==> config.mk <==
export PLATFORM = sky130hd
export DESIGN_NAME = charge_cycle_sequencer
export DESIGN_NICKNAME = d
export VERILOG_FILES = /design/src/rtl/charge_cycle_pkg.sv /design/src/rtl/tick_timer_if.sv /design/src/rtl/charge_cycle_sequencer.sv /design/src/rtl/tick_timer.sv
export VERILOG_INCLUDE_DIRS = /design/src /design/src/rtl
export SDC_FILE = /design/constraint.sdc
export NUM_CORES = 1
export LEC_CHECK = 0
export BUFFER_PORTS_ARGS = -buffer_cell sky130_fd_sc_hd__buf_2
export CORE_MARGIN = 1
export CORE_UTILIZATION = 45
export CTS_BUF_LIST = sky130_fd_sc_hd__clkbuf_4
export DETAILED_ROUTE_END_ITERATION = 8
export SLEW_MARGIN = 20
export SYNTH_ARGS = -nofsm -noshare
export SYNTH_HDL_FRONTEND = slang
export SYNTH_SLANG_ARGS = --single-unit
==> constraint.sdc <==
create_clock -name i_clk_sys -period 4.15 [get_ports i_clk_sys]
set_input_delay 0 -clock i_clk_sys [delete_from_list [all_inputs] [get_ports i_clk_sys]]
set_output_delay 0 -clock i_clk_sys [all_outputs]
set_load 0.01 [all_outputs]
==> src/rtl/charge_cycle_map.svh <==
// Notes on behaviour
// Start the profile timer when a profile begins.
// At expiry, current above threshold accepts profile.
// Data switch open while charging, unless configured.
// Emulation reset: switch open, supply discharged.
// Switch held open, then closed again.
// Data line pull-downs on during emulation reset.
// Enabled profiles in fixed order; custom off.
// Custom-first bit moves custom to the front.
// Accepted profile ends the sequence.
// Timeout without current: reject, reset, next.
// Each profile has its own timeout value.
// All rejected with retry: reset and restart.
// All rejected without retry: no-handshake, stop.
// No-handshake flag set and stays set.
// No-handshake removes signatures; switch per config.
// While timing: constant current if limit low.
// DCP, Legacy 2 or untimed: same limit choice; code: other untimed profiles use region_cc.
// Other accepted or no-handshake: region-two compare.
// Outside the cycle: switch closed, mode limits.
// Region-two minimum from bits 4..2 at 51h.
// Mode from two select bits and emulation enable.
// Accepted legacy voltages stay unless keep bit 0.
// Accepted profile held until mode or power change.
// Power enable low aborts the cycle.
`ifndef CHARGE_CYCLE_MAP_SVH
`define CHARGE_CYCLE_MAP_SVH

// ****************************************
// Register offsets
// ****************************************
`define REG_PROFILE_STATUS_ONE 8'h12
`define REG_EMULATION_CONFIGURATION 8'h16
`define REG_PROFILE_ENABLE 8'h17
`define REG_CHARGE_THRESHOLD 8'h18
`define REG_HIGH_SPEED_SWITCH_CONFIG 8'h25
`define REG_PRELOAD_TIMEOUT_BASE 8'h30
`define REG_CUSTOM_EMULATION_CONFIG 8'h40
`define REG_CUSTOM_TIMEOUT 8'h41
`define REG_CUSTOM_CURRENT_LIMIT_CONFIG 8'h51

// ****************************************
// Field positions
// ****************************************
`define EMU_TIMEOUT_EN_BIT 0
`define EMU_RETRY_BIT 1
`define EMU_KEEP_RESPONSE_BIT 2
`define CUSTOM_ENABLE_BIT 0
`define CUSTOM_FIRST_BIT 1
`define CUSTOM_TIMEOUT_EN_BIT 2
`define HS_CLOSE_CHARGING_BIT 0
`define HS_CLOSE_NO_HANDSHAKE_FLAG_BIT 1
`define R2MIN_MSB 4
`define R2MIN_LSB 2
`define STATUS_NO_HANDSHAKE_FLAG_BIT 0
`define STATUS_ACCEPTED_BIT 1

// ****************************************
// Reset values
// ****************************************
`define EMULATION_CONFIGURATION_RST 8'h07
`define PROFILE_ENABLE_RST 8'hff
`define CHARGE_THRESHOLD_RST 8'h10
`define HIGH_SPEED_SWITCH_CONFIG_RST 8'h00
`define CUSTOM_EMULATION_CONFIG_RST 8'h04
`define TIMEOUT_RST 8'h0a
`define CUSTOM_CURRENT_LIMIT_CONFIG_RST 8'h00

// ****************************************
// Profiles, limits and timing
// ****************************************
`define NUM_PROFILES 9
`define PROF_LEGACY1 4'h0
`define PROF_DCP 4'h1
`define PROF_LEGACY2 4'h2
`define PROF_CUSTOM 4'h8
`define POS_NONE 4'h9
`define CURRENT_LIMIT_SETTING_1P5_CODE 3'h3
`define CLK_PERIOD_NS 4
`define TICK_TIME_NS 1000000
`define TICK_CYCLES (`TICK_TIME_NS / `CLK_PERIOD_NS)
`define DISCHARGE_TICKS 8'h05
`define RESET_HOLD_TICKS 8'h0a

`endif

==> src/rtl/charge_cycle_pkg.sv <==
package charge_cycle_pkg;
  typedef enum logic [5:0] {
    ST_IDLE = 6'h01,
    ST_DISCHARGE = 6'h02,
    ST_HOLD = 6'h04,
    ST_APPLY = 6'h08,
    ST_ACCEPTED = 6'h10,
    ST_NO_HANDSHAKE_FLAG = 6'h20
  } seq_state_t;
  typedef logic [2:0] limit_code_t;
endpackage

==> src/rtl/tick_timer_if.sv <==
`timescale 1ns/1ps
interface tick_timer_if;
  logic start;
  logic [7:0] load;
  logic expired;
  modport owner (output start, output load, input expired);
  modport timer (input start, input load, output expired);
endinterface

==> src/rtl/charge_cycle_sequencer.sv <==
`timescale 1ns/1ps
`include "charge_cycle_map.svh"
module charge_cycle_sequencer #(
  parameter int TICK_CYCLES = `TICK_CYCLES
) (
  // Clock and reset
  input wire logic i_clk_sys,
  input wire logic i_rst_n,
  // Mode controls
  input wire logic i_mode_select_one,
  input wire logic i_mode_select_two,
  input wire logic i_emulation_enable,
  input wire logic i_port_power_enable,
  // Analog measurements
  input wire logic [7:0] i_port_current,
  input wire charge_cycle_pkg::limit_code_t i_current_limit_setting,
  // Register port
  input wire logic i_reg_wr,
  input wire logic i_reg_rd,
  input wire logic [7:0] i_reg_addr,
  input wire logic [7:0] i_reg_wdata,
  output logic [7:0] o_reg_rdata,
  // Port controls
  output logic o_power_switch_close,
  output logic o_discharge_en,
  output logic o_data_pulldown_en,
  output logic [8:0] o_profile_drive,
  output logic o_hs_switch_close,
  output logic o_cc_limit,
  output logic o_no_handshake_flag
);
  import charge_cycle_pkg::*;

  seq_state_t state_q;
  seq_state_t state_d;
  logic [3:0] pos_q;
  logic [3:0] pos_d;
  logic [7:0] emu_cfg_q;
  logic [7:0] prof_en_q;
  logic [7:0] threshold_q;
  logic [7:0] hs_cfg_q;
  logic [7:0] custom_cfg_q;
  logic [7:0] ccl_cfg_q;
  logic [7:0] timeout_q [0:8];
  logic [2:0] mode_q;
  logic no_handshake_flag_q;
  logic accepted_q;
  logic start_d;
  logic [7:0] load_d;
  logic dedicated_charge_cycle;
  logic mode_changed;
  logic [8:0] enabled;
  logic [3:0] prof;
  logic timeout_en;
  logic current_limit_setting_low;
  logic region_cc;
  logic cc_d;
  logic hs_d;
  logic [8:0] drive_d;
  tick_timer_if tmr ();

  tick_timer #(.TICK_CYCLES(TICK_CYCLES)) u_timer (
    .i_clk_sys(i_clk_sys),
    .i_rst_n(i_rst_n),
    .tmr(tmr)
  );

  // ****************************************
  // Sequence position helpers
  // ****************************************
  function automatic logic [3:0] pos_to_prof(input logic [3:0] p, input logic first);
    if (first) begin
      pos_to_prof = (p == 4'h0) ? `PROF_CUSTOM : p - 4'h1;
    end else begin
      pos_to_prof = p;
    end
  endfunction

  function automatic logic [3:0] next_pos(input logic [3:0] from, input logic [8:0] en, input logic first);
    logic [3:0] found;
    found = `POS_NONE;
    for (int i = 8; i >= 0; i--) begin
      if (4'(i) >= from && en[pos_to_prof(4'(i), first)]) begin
        found = 4'(i);
      end
    end
    next_pos = found;
  endfunction

  assign dedicated_charge_cycle = i_emulation_enable && !i_mode_select_two;
  assign mode_changed = mode_q != {i_mode_select_one, i_mode_select_two, i_emulation_enable};
  assign enabled = {custom_cfg_q[`CUSTOM_ENABLE_BIT], prof_en_q};
  assign prof = pos_to_prof(pos_q, custom_cfg_q[`CUSTOM_FIRST_BIT]);
  assign timeout_en = (prof == `PROF_CUSTOM) ? custom_cfg_q[`CUSTOM_TIMEOUT_EN_BIT] : emu_cfg_q[`EMU_TIMEOUT_EN_BIT];
  assign tmr.start = start_d;
  assign tmr.load = load_d;

  // ****************************************
  // Configuration registers
  // ****************************************
  always_ff @(posedge i_clk_sys) begin
    if (!i_rst_n) begin
      emu_cfg_q <= `EMULATION_CONFIGURATION_RST;
      prof_en_q <= `PROFILE_ENABLE_RST;
      threshold_q <= `CHARGE_THRESHOLD_RST;
      hs_cfg_q <= `HIGH_SPEED_SWITCH_CONFIG_RST;
      custom_cfg_q <= `CUSTOM_EMULATION_CONFIG_RST;
      ccl_cfg_q <= `CUSTOM_CURRENT_LIMIT_CONFIG_RST;
      for (int i = 0; i < `NUM_PROFILES; i++) begin
        timeout_q[i] <= `TIMEOUT_RST;
      end
    end else if (i_reg_wr) begin
      case (i_reg_addr)
        `REG_EMULATION_CONFIGURATION: emu_cfg_q <= i_reg_wdata;
        `REG_PROFILE_ENABLE: prof_en_q <= i_reg_wdata;
        `REG_CHARGE_THRESHOLD: threshold_q <= i_reg_wdata;
        `REG_HIGH_SPEED_SWITCH_CONFIG: hs_cfg_q <= i_reg_wdata;
        `REG_CUSTOM_EMULATION_CONFIG: custom_cfg_q <= i_reg_wdata;
        `REG_CUSTOM_TIMEOUT: timeout_q[8] <= i_reg_wdata;
        `REG_CUSTOM_CURRENT_LIMIT_CONFIG: ccl_cfg_q <= i_reg_wdata;
        default: begin
          if (i_reg_addr[7:3] == 5'(`REG_PRELOAD_TIMEOUT_BASE >> 3)) begin
            timeout_q[i_reg_addr[2:0]] <= i_reg_wdata;
          end
        end
      endcase
    end
  end

  // ****************************************
  // Register read
  // ****************************************
  always_ff @(posedge i_clk_sys) begin
    if (!i_rst_n) begin
      o_reg_rdata <= 8'h00;
    end else if (i_reg_rd) begin
      case (i_reg_addr)
        `REG_PROFILE_STATUS_ONE: o_reg_rdata <= {accepted_q ? prof : 4'h0, 2'h0, accepted_q, no_handshake_flag_q};
        `REG_EMULATION_CONFIGURATION: o_reg_rdata <= emu_cfg_q;
        `REG_PROFILE_ENABLE: o_reg_rdata <= prof_en_q;
        `REG_CHARGE_THRESHOLD: o_reg_rdata <= threshold_q;
        `REG_HIGH_SPEED_SWITCH_CONFIG: o_reg_rdata <= hs_cfg_q;
        `REG_CUSTOM_EMULATION_CONFIG: o_reg_rdata <= custom_cfg_q;
        `REG_CUSTOM_TIMEOUT: o_reg_rdata <= timeout_q[8];
        `REG_CUSTOM_CURRENT_LIMIT_CONFIG: o_reg_rdata <= ccl_cfg_q;
        default: begin
          if (i_reg_addr[7:3] == 5'(`REG_PRELOAD_TIMEOUT_BASE >> 3)) begin
            o_reg_rdata <= timeout_q[i_reg_addr[2:0]];
          end else begin
            o_reg_rdata <= 8'h00;
          end
        end
      endcase
    end
  end

  // ****************************************
  // Sequencer next state
  // ****************************************
  always_comb begin
    state_d = state_q;
    pos_d = pos_q;
    start_d = 1'b0;
    load_d = 8'h00;
    if (!i_port_power_enable || !dedicated_charge_cycle || mode_changed) begin
      state_d = ST_IDLE;
    end else begin
      case (state_q)
        ST_IDLE: begin
          state_d = ST_DISCHARGE;
          pos_d = next_pos(4'h0, enabled, custom_cfg_q[`CUSTOM_FIRST_BIT]);
          start_d = 1'b1;
          load_d = `DISCHARGE_TICKS;
        end
        ST_DISCHARGE: begin
          if (tmr.expired) begin
            state_d = ST_HOLD;
            start_d = 1'b1;
            load_d = `RESET_HOLD_TICKS;
          end
        end
        ST_HOLD: begin
          if (tmr.expired) begin
            if (pos_q != `POS_NONE) begin
              state_d = ST_APPLY;
              start_d = timeout_en;
              load_d = timeout_q[prof];
            end else if (emu_cfg_q[`EMU_RETRY_BIT]) begin
              state_d = ST_DISCHARGE;
              pos_d = next_pos(4'h0, enabled, custom_cfg_q[`CUSTOM_FIRST_BIT]);
              start_d = 1'b1;
              load_d = `DISCHARGE_TICKS;
            end else begin
              state_d = ST_NO_HANDSHAKE_FLAG;
            end
          end
        end
        ST_APPLY: begin
          if (tmr.expired) begin
            if (i_port_current > threshold_q) begin
              state_d = ST_ACCEPTED;
            end else begin
              pos_d = next_pos(pos_q + 4'h1, enabled, custom_cfg_q[`CUSTOM_FIRST_BIT]);
              if (pos_d == `POS_NONE && !emu_cfg_q[`EMU_RETRY_BIT]) begin
                state_d = ST_NO_HANDSHAKE_FLAG;
              end else begin
                if (pos_d == `POS_NONE) begin
                  pos_d = next_pos(4'h0, enabled, custom_cfg_q[`CUSTOM_FIRST_BIT]);
                end
                state_d = ST_DISCHARGE;
                start_d = 1'b1;
                load_d = `DISCHARGE_TICKS;
              end
            end
          end
        end
        ST_ACCEPTED: state_d = ST_ACCEPTED;
        ST_NO_HANDSHAKE_FLAG: state_d = ST_NO_HANDSHAKE_FLAG;
        default: state_d = ST_IDLE;
      endcase
    end
  end

  always_ff @(posedge i_clk_sys) begin
    if (!i_rst_n) begin
      state_q <= ST_IDLE;
      pos_q <= 4'h0;
      mode_q <= 3'h0;
    end else begin
      state_q <= state_d;
      pos_q <= pos_d;
      mode_q <= {i_mode_select_one, i_mode_select_two, i_emulation_enable};
    end
  end

  // ****************************************
  // Status flags
  // ****************************************
  always_ff @(posedge i_clk_sys) begin
    if (!i_rst_n) begin
      no_handshake_flag_q <= 1'b0;
      accepted_q <= 1'b0;
    end else begin
      if (state_d == ST_NO_HANDSHAKE_FLAG) begin
        no_handshake_flag_q <= 1'b1;
      end else if (state_d == ST_DISCHARGE && state_q == ST_IDLE) begin
        no_handshake_flag_q <= 1'b0;
      end
      accepted_q <= state_d == ST_ACCEPTED;
    end
  end

  // ****************************************
  // Current limit, switch and line drive
  // ****************************************
  always_comb begin
    current_limit_setting_low = i_current_limit_setting <= `CURRENT_LIMIT_SETTING_1P5_CODE;
    region_cc = current_limit_setting_low && !(ccl_cfg_q[`R2MIN_MSB:`R2MIN_LSB] <= i_current_limit_setting);
    cc_d = 1'b0;
    hs_d = 1'b1;
    drive_d = 9'h000;
    if (!dedicated_charge_cycle) begin
      cc_d = i_emulation_enable && current_limit_setting_low;
      hs_d = !(i_emulation_enable && !i_mode_select_one);
    end else begin
      hs_d = hs_cfg_q[`HS_CLOSE_CHARGING_BIT];
      case (state_q)
        ST_APPLY, ST_ACCEPTED: begin
          if (state_q == ST_APPLY && timeout_en) begin
            cc_d = current_limit_setting_low;
          end else if (prof == `PROF_DCP || prof == `PROF_LEGACY2) begin
            cc_d = current_limit_setting_low;
          end else begin
            cc_d = region_cc;
          end
          drive_d[prof] = 1'b1;
          if (state_q == ST_ACCEPTED && !emu_cfg_q[`EMU_KEEP_RESPONSE_BIT] && prof != `PROF_DCP
              && prof != `PROF_LEGACY2 && prof != `PROF_CUSTOM) begin
            drive_d = 9'h000;
          end
        end
        ST_NO_HANDSHAKE_FLAG: begin
          cc_d = region_cc;
          hs_d = hs_cfg_q[`HS_CLOSE_NO_HANDSHAKE_FLAG_BIT];
        end
        default: cc_d = current_limit_setting_low;
      endcase
    end
  end

  always_ff @(posedge i_clk_sys) begin
    if (!i_rst_n) begin
      o_power_switch_close <= 1'b0;
      o_discharge_en <= 1'b0;
      o_data_pulldown_en <= 1'b0;
      o_profile_drive <= 9'h000;
      o_hs_switch_close <= 1'b0;
      o_cc_limit <= 1'b0;
      o_no_handshake_flag <= 1'b0;
    end else begin
      o_power_switch_close <= i_port_power_enable && state_q != ST_DISCHARGE && state_q != ST_HOLD;
      o_discharge_en <= state_q == ST_DISCHARGE;
      o_data_pulldown_en <= state_q == ST_DISCHARGE || state_q == ST_HOLD;
      o_profile_drive <= i_port_power_enable ? drive_d : 9'h000;
      o_hs_switch_close <= hs_d;
      o_cc_limit <= cc_d;
      o_no_handshake_flag <= no_handshake_flag_q;
    end
  end
endmodule

==> src/rtl/tick_timer.sv <==
`timescale 1ns/1ps
module tick_timer #(
  parameter int TICK_CYCLES = 250000
) (
  // Clock and reset
  input wire logic i_clk_sys,
  input wire logic i_rst_n,
  // Control
  tick_timer_if.timer tmr
);
  logic [31:0] pre_q;
  logic [7:0] ticks_q;
  logic run_q;

  // ****************************************
  // Prescaler and tick countdown
  // ****************************************
  always_ff @(posedge i_clk_sys) begin
    if (!i_rst_n) begin
      pre_q <= 32'h0;
      ticks_q <= 8'h0;
      run_q <= 1'b0;
      tmr.expired <= 1'b0;
    end else begin
      tmr.expired <= 1'b0;
      if (tmr.start) begin
        pre_q <= 32'h0;
        ticks_q <= (tmr.load == 8'h0) ? 8'h1 : tmr.load;
        run_q <= 1'b1;
      end else if (run_q) begin
        if (pre_q == 32'(TICK_CYCLES - 1)) begin
          pre_q <= 32'h0;
          if (ticks_q == 8'h1) begin
            run_q <= 1'b0;
            tmr.expired <= 1'b1;
          end
          ticks_q <= ticks_q - 8'h1;
        end else begin
          pre_q <= pre_q + 32'h1;
        end
      end
    end
  end
endmodule

Yosys cells after proc, flatten, opt, wreduce, memory -nomap -nowiden:

Memory sizes are Yosys's and may differ from the RTL's.
Cells that the tools add are included.

* magnitude comparators: 50
* bitwise gates (word level): 8
* muxes and demuxes: 349
* equality and inequality tests: 36
* add/subtract/negate cells: 4
* reduce and logical (&&, ||, !) cells: 55

Operator list (number)
* two-way mux 4 bit: 203
* less-than comparator 4 x 5 -> 1 bit (second input constant): 37
* binary-select mux 1 bit (select 4 bit): 36
* two-way mux 8 bit: 10
* two-way mux 1 bit: 77
* one-hot mux 8 bit (8 select lines): 1
* two-way mux 6 bit: 8
* one-hot mux 6 bit (6 select lines): 1
* adder 32 x 1 -> 32 bit (second input constant): 1
* equality test 32 x 18 -> 1 bit (second input constant): 1
* equality test 8 x 5 -> 1 bit (second input constant): 4
* two-way mux 32 bit: 1
* one-hot mux 8 bit (4 select lines): 1
* equality test 8 x 7 -> 1 bit (second input constant): 3
* logical AND 1 bit: 23
* greater-or-equal comparator 3 x 4 -> 1 bit (first input constant): 4
* two-way mux 3 bit: 5
* AND reduction 2 bit: 7
* equality test 6 x 2 -> 1 bit (second input constant): 2
* equality test 6 x 5 -> 1 bit (second input constant): 2
* equality test 6 bit (second input constant): 2
* one-hot mux 4 bit (3 select lines): 1
* equality test 4 bit (second input constant): 2
* equality test 8 x 1 -> 1 bit (second input constant): 1
* other kinds (43): 69

* bits of input ports: 35
* RAM bits: 72
* output and inout bits: 23
* bits in registers: 128
* word-level logic and storage cells: 526
* memories kept: 1

Memory list
* timeout_q: depth 9, width 8, rd ports 3, clocked after Yosys merged registers in 0, write ports 9, line charge_cycle_sequencer.sv:44 `logic [7:0] timeout_q [0:8];`

Longest topological paths before layout:

* depth in word-level cells: 45
* mapped depth: 14
* mapped depth without buffers: 11

By module:

A second synthesis with hierarchy kept.

* cells, all modules: 1272
* area, all modules: 13232.7 sq um

By module, submodules not included
* charge_cycle_sequencer: cells an instance 1025, seq. area each 5565.3 sq um, area an instance 11139.4 sq um, times used 1
* tick_timer: cells an instance 247, seq. area each 840.8 sq um, area an instance 2093.3 sq um, times used 1

Worst setup path after synthesis:

OpenSTA, ideal clock, no wires.

* path kind: reg2reg
* start: register pos_q[0]
* end: register u_timer.pre_q[4]
* clock period less this slack: 2924 ps
* stages on the path, launching flop included: 14
* setup time: 62 ps
* slack: 1226 ps
* data arrival time: 2862 ps
* data required time: 4088 ps
* buffers on the path: 2
* cell sequence: dfxtp_1 > buf_2 > inv_1 > ha_1 > nor2b_1 > nor3_1 > a311o_1 > nand3_1 > nand4_4 > o311ai_4 > nand2_2 > or2_4 > buf_12 > nor2_4

* cells in the longest elaborated chain, start to end: 24
* elaborated cells between the ends (all ways): 49
* those cells by class: add/sub: 2; order compare: 9; eq/ne: 3; mux: 23; reduce/logical: 12

RTL lines
* from (decl): line charge_cycle_sequencer.sv:36 `logic [3:0] pos_q;`
* from (signal assigned): line charge_cycle_sequencer.sv:231 `pos_q <= pos_d;`
* adder 4 x 1 -> 4 bit: line charge_cycle_sequencer.sv:203 `` pos_d = next_pos(pos_q + 4'h1, enabled, custom_cfg_q[`CUSTOM_FIRST_BIT]); ``
* greater-or-equal comparator 4 bit: line charge_cycle_sequencer.sv:83 `if (4'(i) >= from && en[pos_to_prof(4'(i), first)]) begin`
* logical AND 1 bit: line charge_cycle_sequencer.sv:83
* two-way mux 1 bit: line charge_cycle_sequencer.sv:83
* two-way mux 4 bit (8 in series): line charge_cycle_sequencer.sv:83
* two-way mux 4 bit: line charge_cycle_sequencer.sv:200 `if (i_port_current > threshold_q) begin`
* two-way mux 4 bit: line charge_cycle_sequencer.sv:199 `if (tmr.expired) begin`
* two-way mux 4 bit: line charge_cycle_sequencer.sv:168 `case (state_q)`
* two-way mux 4 bit: line charge_cycle_sequencer.sv:165 `if (!i_port_power_enable || !dedicated_charge_cycle || mode_changed) begin`
* equality test 4 bit (no line)
* logical AND 1 bit: line charge_cycle_sequencer.sv:204 `` if (pos_d == `POS_NONE && !emu_cfg_q[`EMU_RETRY_BIT]) begin ``
* two-way mux 1 bit: line charge_cycle_sequencer.sv:204
* two-way mux 1 bit: line charge_cycle_sequencer.sv:200
* two-way mux 1 bit: line charge_cycle_sequencer.sv:199
* one-hot mux 1 bit (4 select lines) (*): line charge_cycle_sequencer.sv:168
* two-way mux 1 bit (*): line charge_cycle_sequencer.sv:165
* OR reduction 2 bit (no line) (*)
* to (signal assigned): line tick_timer.sv:39 `pre_q <= pre_q + 32'h1;`
* to (decl): line tick_timer.sv:11 `logic [31:0] pre_q;`

Mark *: on every way between the ends. The rest lies on a longest branch, timed or not. The select of a mux whose other input is x is not followed.
A chain may end at the register's enable or synchronous reset.

Worst setup path in the final report:

* start: register pos_q[1]
* end: register o_cc_limit

* cells in the longest elaborated chain, start to end: 9
* elaborated cells between the ends (all ways): 14
* those cells by class: add/sub: 1; eq/ne: 3; mux: 7; reduce/logical: 3

RTL lines
* subtractor 4 x 1 -> 4 bit / logical NOT 4 bit (equally long branches): line charge_cycle_sequencer.sv:73 `` pos_to_prof = (p == 4'h0) ? `PROF_CUSTOM : p - 4'h1; ``
* two-way mux 4 bit: line charge_cycle_sequencer.sv:73
* two-way mux 4 bit (*): line charge_cycle_sequencer.sv:72 `if (first) begin`
* equality test 4 x 1 -> 1 bit (no line) (tied with other cells)
* logical OR 1 bit (no line) / two-way mux 1 bit (equally long branches)
* two-way mux 1 bit / logical AND 1 bit (equally long branches): line charge_cycle_sequencer.sv:271, charge_cycle_sequencer.sv:269
* two-way mux 1 bit (*): line charge_cycle_sequencer.sv:269 `if (state_q == ST_APPLY && timeout_en) begin`
* one-hot mux 1 bit (2 select lines) (*): line charge_cycle_sequencer.sv:267 `case (state_q)`
* two-way mux 1 bit (*): line charge_cycle_sequencer.sv:262 `if (!dedicated_charge_cycle) begin`
* to (signal assigned): line charge_cycle_sequencer.sv:298 `o_cc_limit <= 1'b0;`
* to (signal assigned): line charge_cycle_sequencer.sv:306 `o_cc_limit <= cc_d;`
* to (decl): line charge_cycle_sequencer.sv:29 `output logic o_cc_limit,`

Mark *: on every way between the ends. The rest lies on a longest branch, timed or not.

==> impl_metrics.yaml <==
setup_path:
  regToRegSetupSlack_ps: 520
  cp_cell_sequence: "inv_1 -> ha_1 -> o21ai_1 -> o21a_2 -> nand2_1 -> o21ai_2 -> and2_1 -> o21ai_0 -> nor3_1 -> nor3_1 -> dlygate4sd3_1"
  critPathRequiredTime_ps: 4730
  cp-start-kind: "register"
  crit_path_max_fanout: 14
  cp_slowest_cell: "dfxtp_1"
  cp.arrival_ps: 4210
  critPathKind: "reg2reg"
  cp_common_cell: "nor3_1"
  rr_worst_depth: 11
  critPathCaptureType: "register"
  reg2reg_to: "o_cc_limit$_SDFF_PN0_"
  slowest_delay_ps: 590
  r2r-start: "pos_q[1]$_SDFFE_PN0P_"
power_and_ir_drop:
  peakVddDrop_mv: 0.2393
  p_per_area_mw_per_mm2: 355.9
  p_leak_nw: 5.675
global_routing:
  grt_pass1_wl_mm: 59.66
  antenna_found_initial: 2
  grt_use_total: 0.2540
  grt_pass1_vias: 10793
  grt_overflow: 0
  grt_max_degree: 79
timing:
  fin_worst_skew_ps: 67.90
  fin_crit_sh: 0.8753
  tightest_slew_ps: 933.2
  fmaxAchievable_mhz: 275.3
  slew_viol_final: 0
  fin_tns_setup_ps: 0
  rsz0062_at_grt: "no"
  whs_ps: 126.2
  finalCriticalPeriod_ps: 3633
  setup-violations-final: 0
  relSlewSlack: 0.3731
  finalHoldViolCount: 0
clocking:
  cts_hold_buf: 32
  clk_path_buf_depth: 3
  cts_made_buffers: 72
  htreeDepth: 3
  cts-root-buf: "clkbuf_4"
  clock-sinks: 256
  post_cts_buffers: 0
  clk_latency_ps: 700
  cts_tree: "yes"
  clkTransAtPathRegs_ps: 60
  cts_resized: 0
logic_synthesis:
  netlist.area_leader.share: 0.2864
  synth_edf_count: 128
  syn_inst: 1328
  synth_flop_cell: "edfxtp_1"
  synth-seq-cells: 256
  synthArstFlopShare: 0
  yosys-top-cells-area: "edfxtp_1 (29%), dfxtp_1 (19%), nand2_1 (4.5%)"
  yosys.area.top_type: "edfxtp_1"
  syn_area_mm2: 0.01342
  synthTopCellsByCount: "nand2_1 (161), dfxtp_1 (128), edfxtp_1 (128)"
  yosysSeqAreaShare: 0.4773
  yosys_warnings: 0
  synth.most_common_cell: "nand2_1"
  syn_area_per_cell_um2: 10.11
  yosysUniqueCellTypes: 94
routing:
  wl_per_cell_um: 19.81
  vias_per_cell: 5.641
  met1_length_mm: 16.44
  first_iter_violations: 973
  vias: 10933
  wl_met3_mm: 2.726
  firstDrtPassIters: 5
  wl_met2_mm: 17.61
  drc: 0
  ant_nets: 0
  routed.top_layer: "met5"
  drt_wl_total_mm: 38.39
floorplan:
  die_w_um: 174.7
  ios: 58
  die_h_um: 174.7
  start_util: 0.4626
  fp.coreArea_mm2: 0.02901
  dieArea_mm2: 0.03052
  rows: 62
worst_hold_path:
  hp-class: "in2reg"
  holdPathEnd: "hs_cfg_q[0]$_SDFFE_PN0P_"
  hp-start: "i_reg_addr[6]"
  min_path_cells: 7
final_layout:
  n_fill_cell: 2679
  fin_area_mm2: 0.01548
  layout.nets: 1551
  area_growth_pct: 15.31
  drive_gt1_frac: 0.1912
  top_regs: "timeout_q (128), u_timer.pre_q (32), o_profile_drive (9)"
  top_register: "timeout_q"
  largest_reg_flops: 128
run_status:
  outcome: "finished clean"
placed_design:
  gp_congestion: 0.8963
  dpl.hpwl_mm: 26.71
  placed_area_mm2: 0.01420
  portBuffers: 57
flow_run:
  max_cap_viol_count: 0
==> metrics by stage <==
stage	utilization	std cells	worst slack [ps]	power [mW]
floorplan	-	1383	1226	3.017
global placement	0.4895	1773	695.9	3.151
detailed placement	0.4895	1773	569.2	3.154
CTS	0.5333	1937	547.3	5.564
global route	0.5334	1938	309.2	5.739
finish	0.5334	1938	517.4	5.509
==> placed cells by master (no fill, tap or decap), types with 23 or more instances in the layout <==
cell type	instances
a21boi_0	38
a21oi_1	33
and2_1	67
buf_2	57
buf_4	27
clkbuf_4	118
conb_1	56
dfxtp_1	128
dlygate4sd3_1	32
edfxtp_1	128
inv_1	33
mux2i_1	27
nand2_1	161
nand2b_1	25
nand3_1	87
nor2_1	85
nor3_1	25
o211ai_1	23
o21ai_0	33
xnor2_1	27
==> power by group <==
| part | total, mW | switching [mW] | leakage (nW) | internal [mW] |
|---|---|---|---|---|
| Clock | 2.38 | 1.10 | 0.570 | 1.29 |
| Combinational | 0.332 | 0.210 | 2.83 | 0.122 |
| Sequential | 2.79 | 0.0476 | 2.28 | 2.75 |
| Total | 5.51 | 1.35 | 5.68 | 4.15 |
==> worst max-delay path by stage <==
stage                     startpoint                             end  slack, ps
6_report       pos_q[1]$_SDFFE_PN0P_           o_cc_limit$_SDFF_PN0_        520
5_1_grt        pos_q[1]$_SDFFE_PN0P_  u_timer.pre_q[14]$_SDFFE_PP0P_        310
4_1_cts        pos_q[1]$_SDFFE_PN0P_           o_cc_limit$_SDFF_PN0_        550
3_5_place_dp   pos_q[1]$_SDFFE_PN0P_  u_timer.pre_q[18]$_SDFFE_PP0P_        570
3_3_place_gp   pos_q[1]$_SDFFE_PN0P_  u_timer.pre_q[19]$_SDFFE_PP0P_        700
2_1_floorplan  pos_q[0]$_SDFFE_PN0P_   u_timer.pre_q[4]$_SDFFE_PP0P_       1230
==> critical path: cells and delay by family (launching register included) <==
kind	cells	cell delay [ps]
and+or+nand+nor	4	680
AOI/OAI and AO/OA	4	1210
adders and majority gates	1	320
buffers and inverters	2	740
DFF	1	590
==> cell families (layout without fill, tap and decap cells) <==
group           Yosys count  count (layout)  share of synthesized area
simple gates            588             588                     0.2350
compound gates          258             258                     0.1439
flops                   256             256                     0.4773
buf+inv                 111             281                    0.03906
mux                      50              50                    0.05621
xor+xnor                 43              43                    0.02862
fa+ha+maj                21              21                    0.01958
other cells               1              57                  0.0002794
==> metal layers <==
metal  global-route usage  vias to the layer above
li1                     -                     5193
met3              0.06549                       98
met5                    0                        -
met1               0.3236                     5229
met4               0.1333                        2
met2               0.3967                      411
==> final cells by class <==
class                   instances  area [um2]  share of cell area
flip-flops and latches        256        6406              0.4139
diodes                          1       2.502           0.0001617
multi-input cells            1016        6703              0.4331
repair buffers                116       808.3             0.05223
clock inverters                14       66.31            0.004285
clock buffers                 118       885.9             0.05724
inverters                      33       123.9            0.008004
well taps                     384       480.5             0.03105
Power figures use the tool's default switching activity.
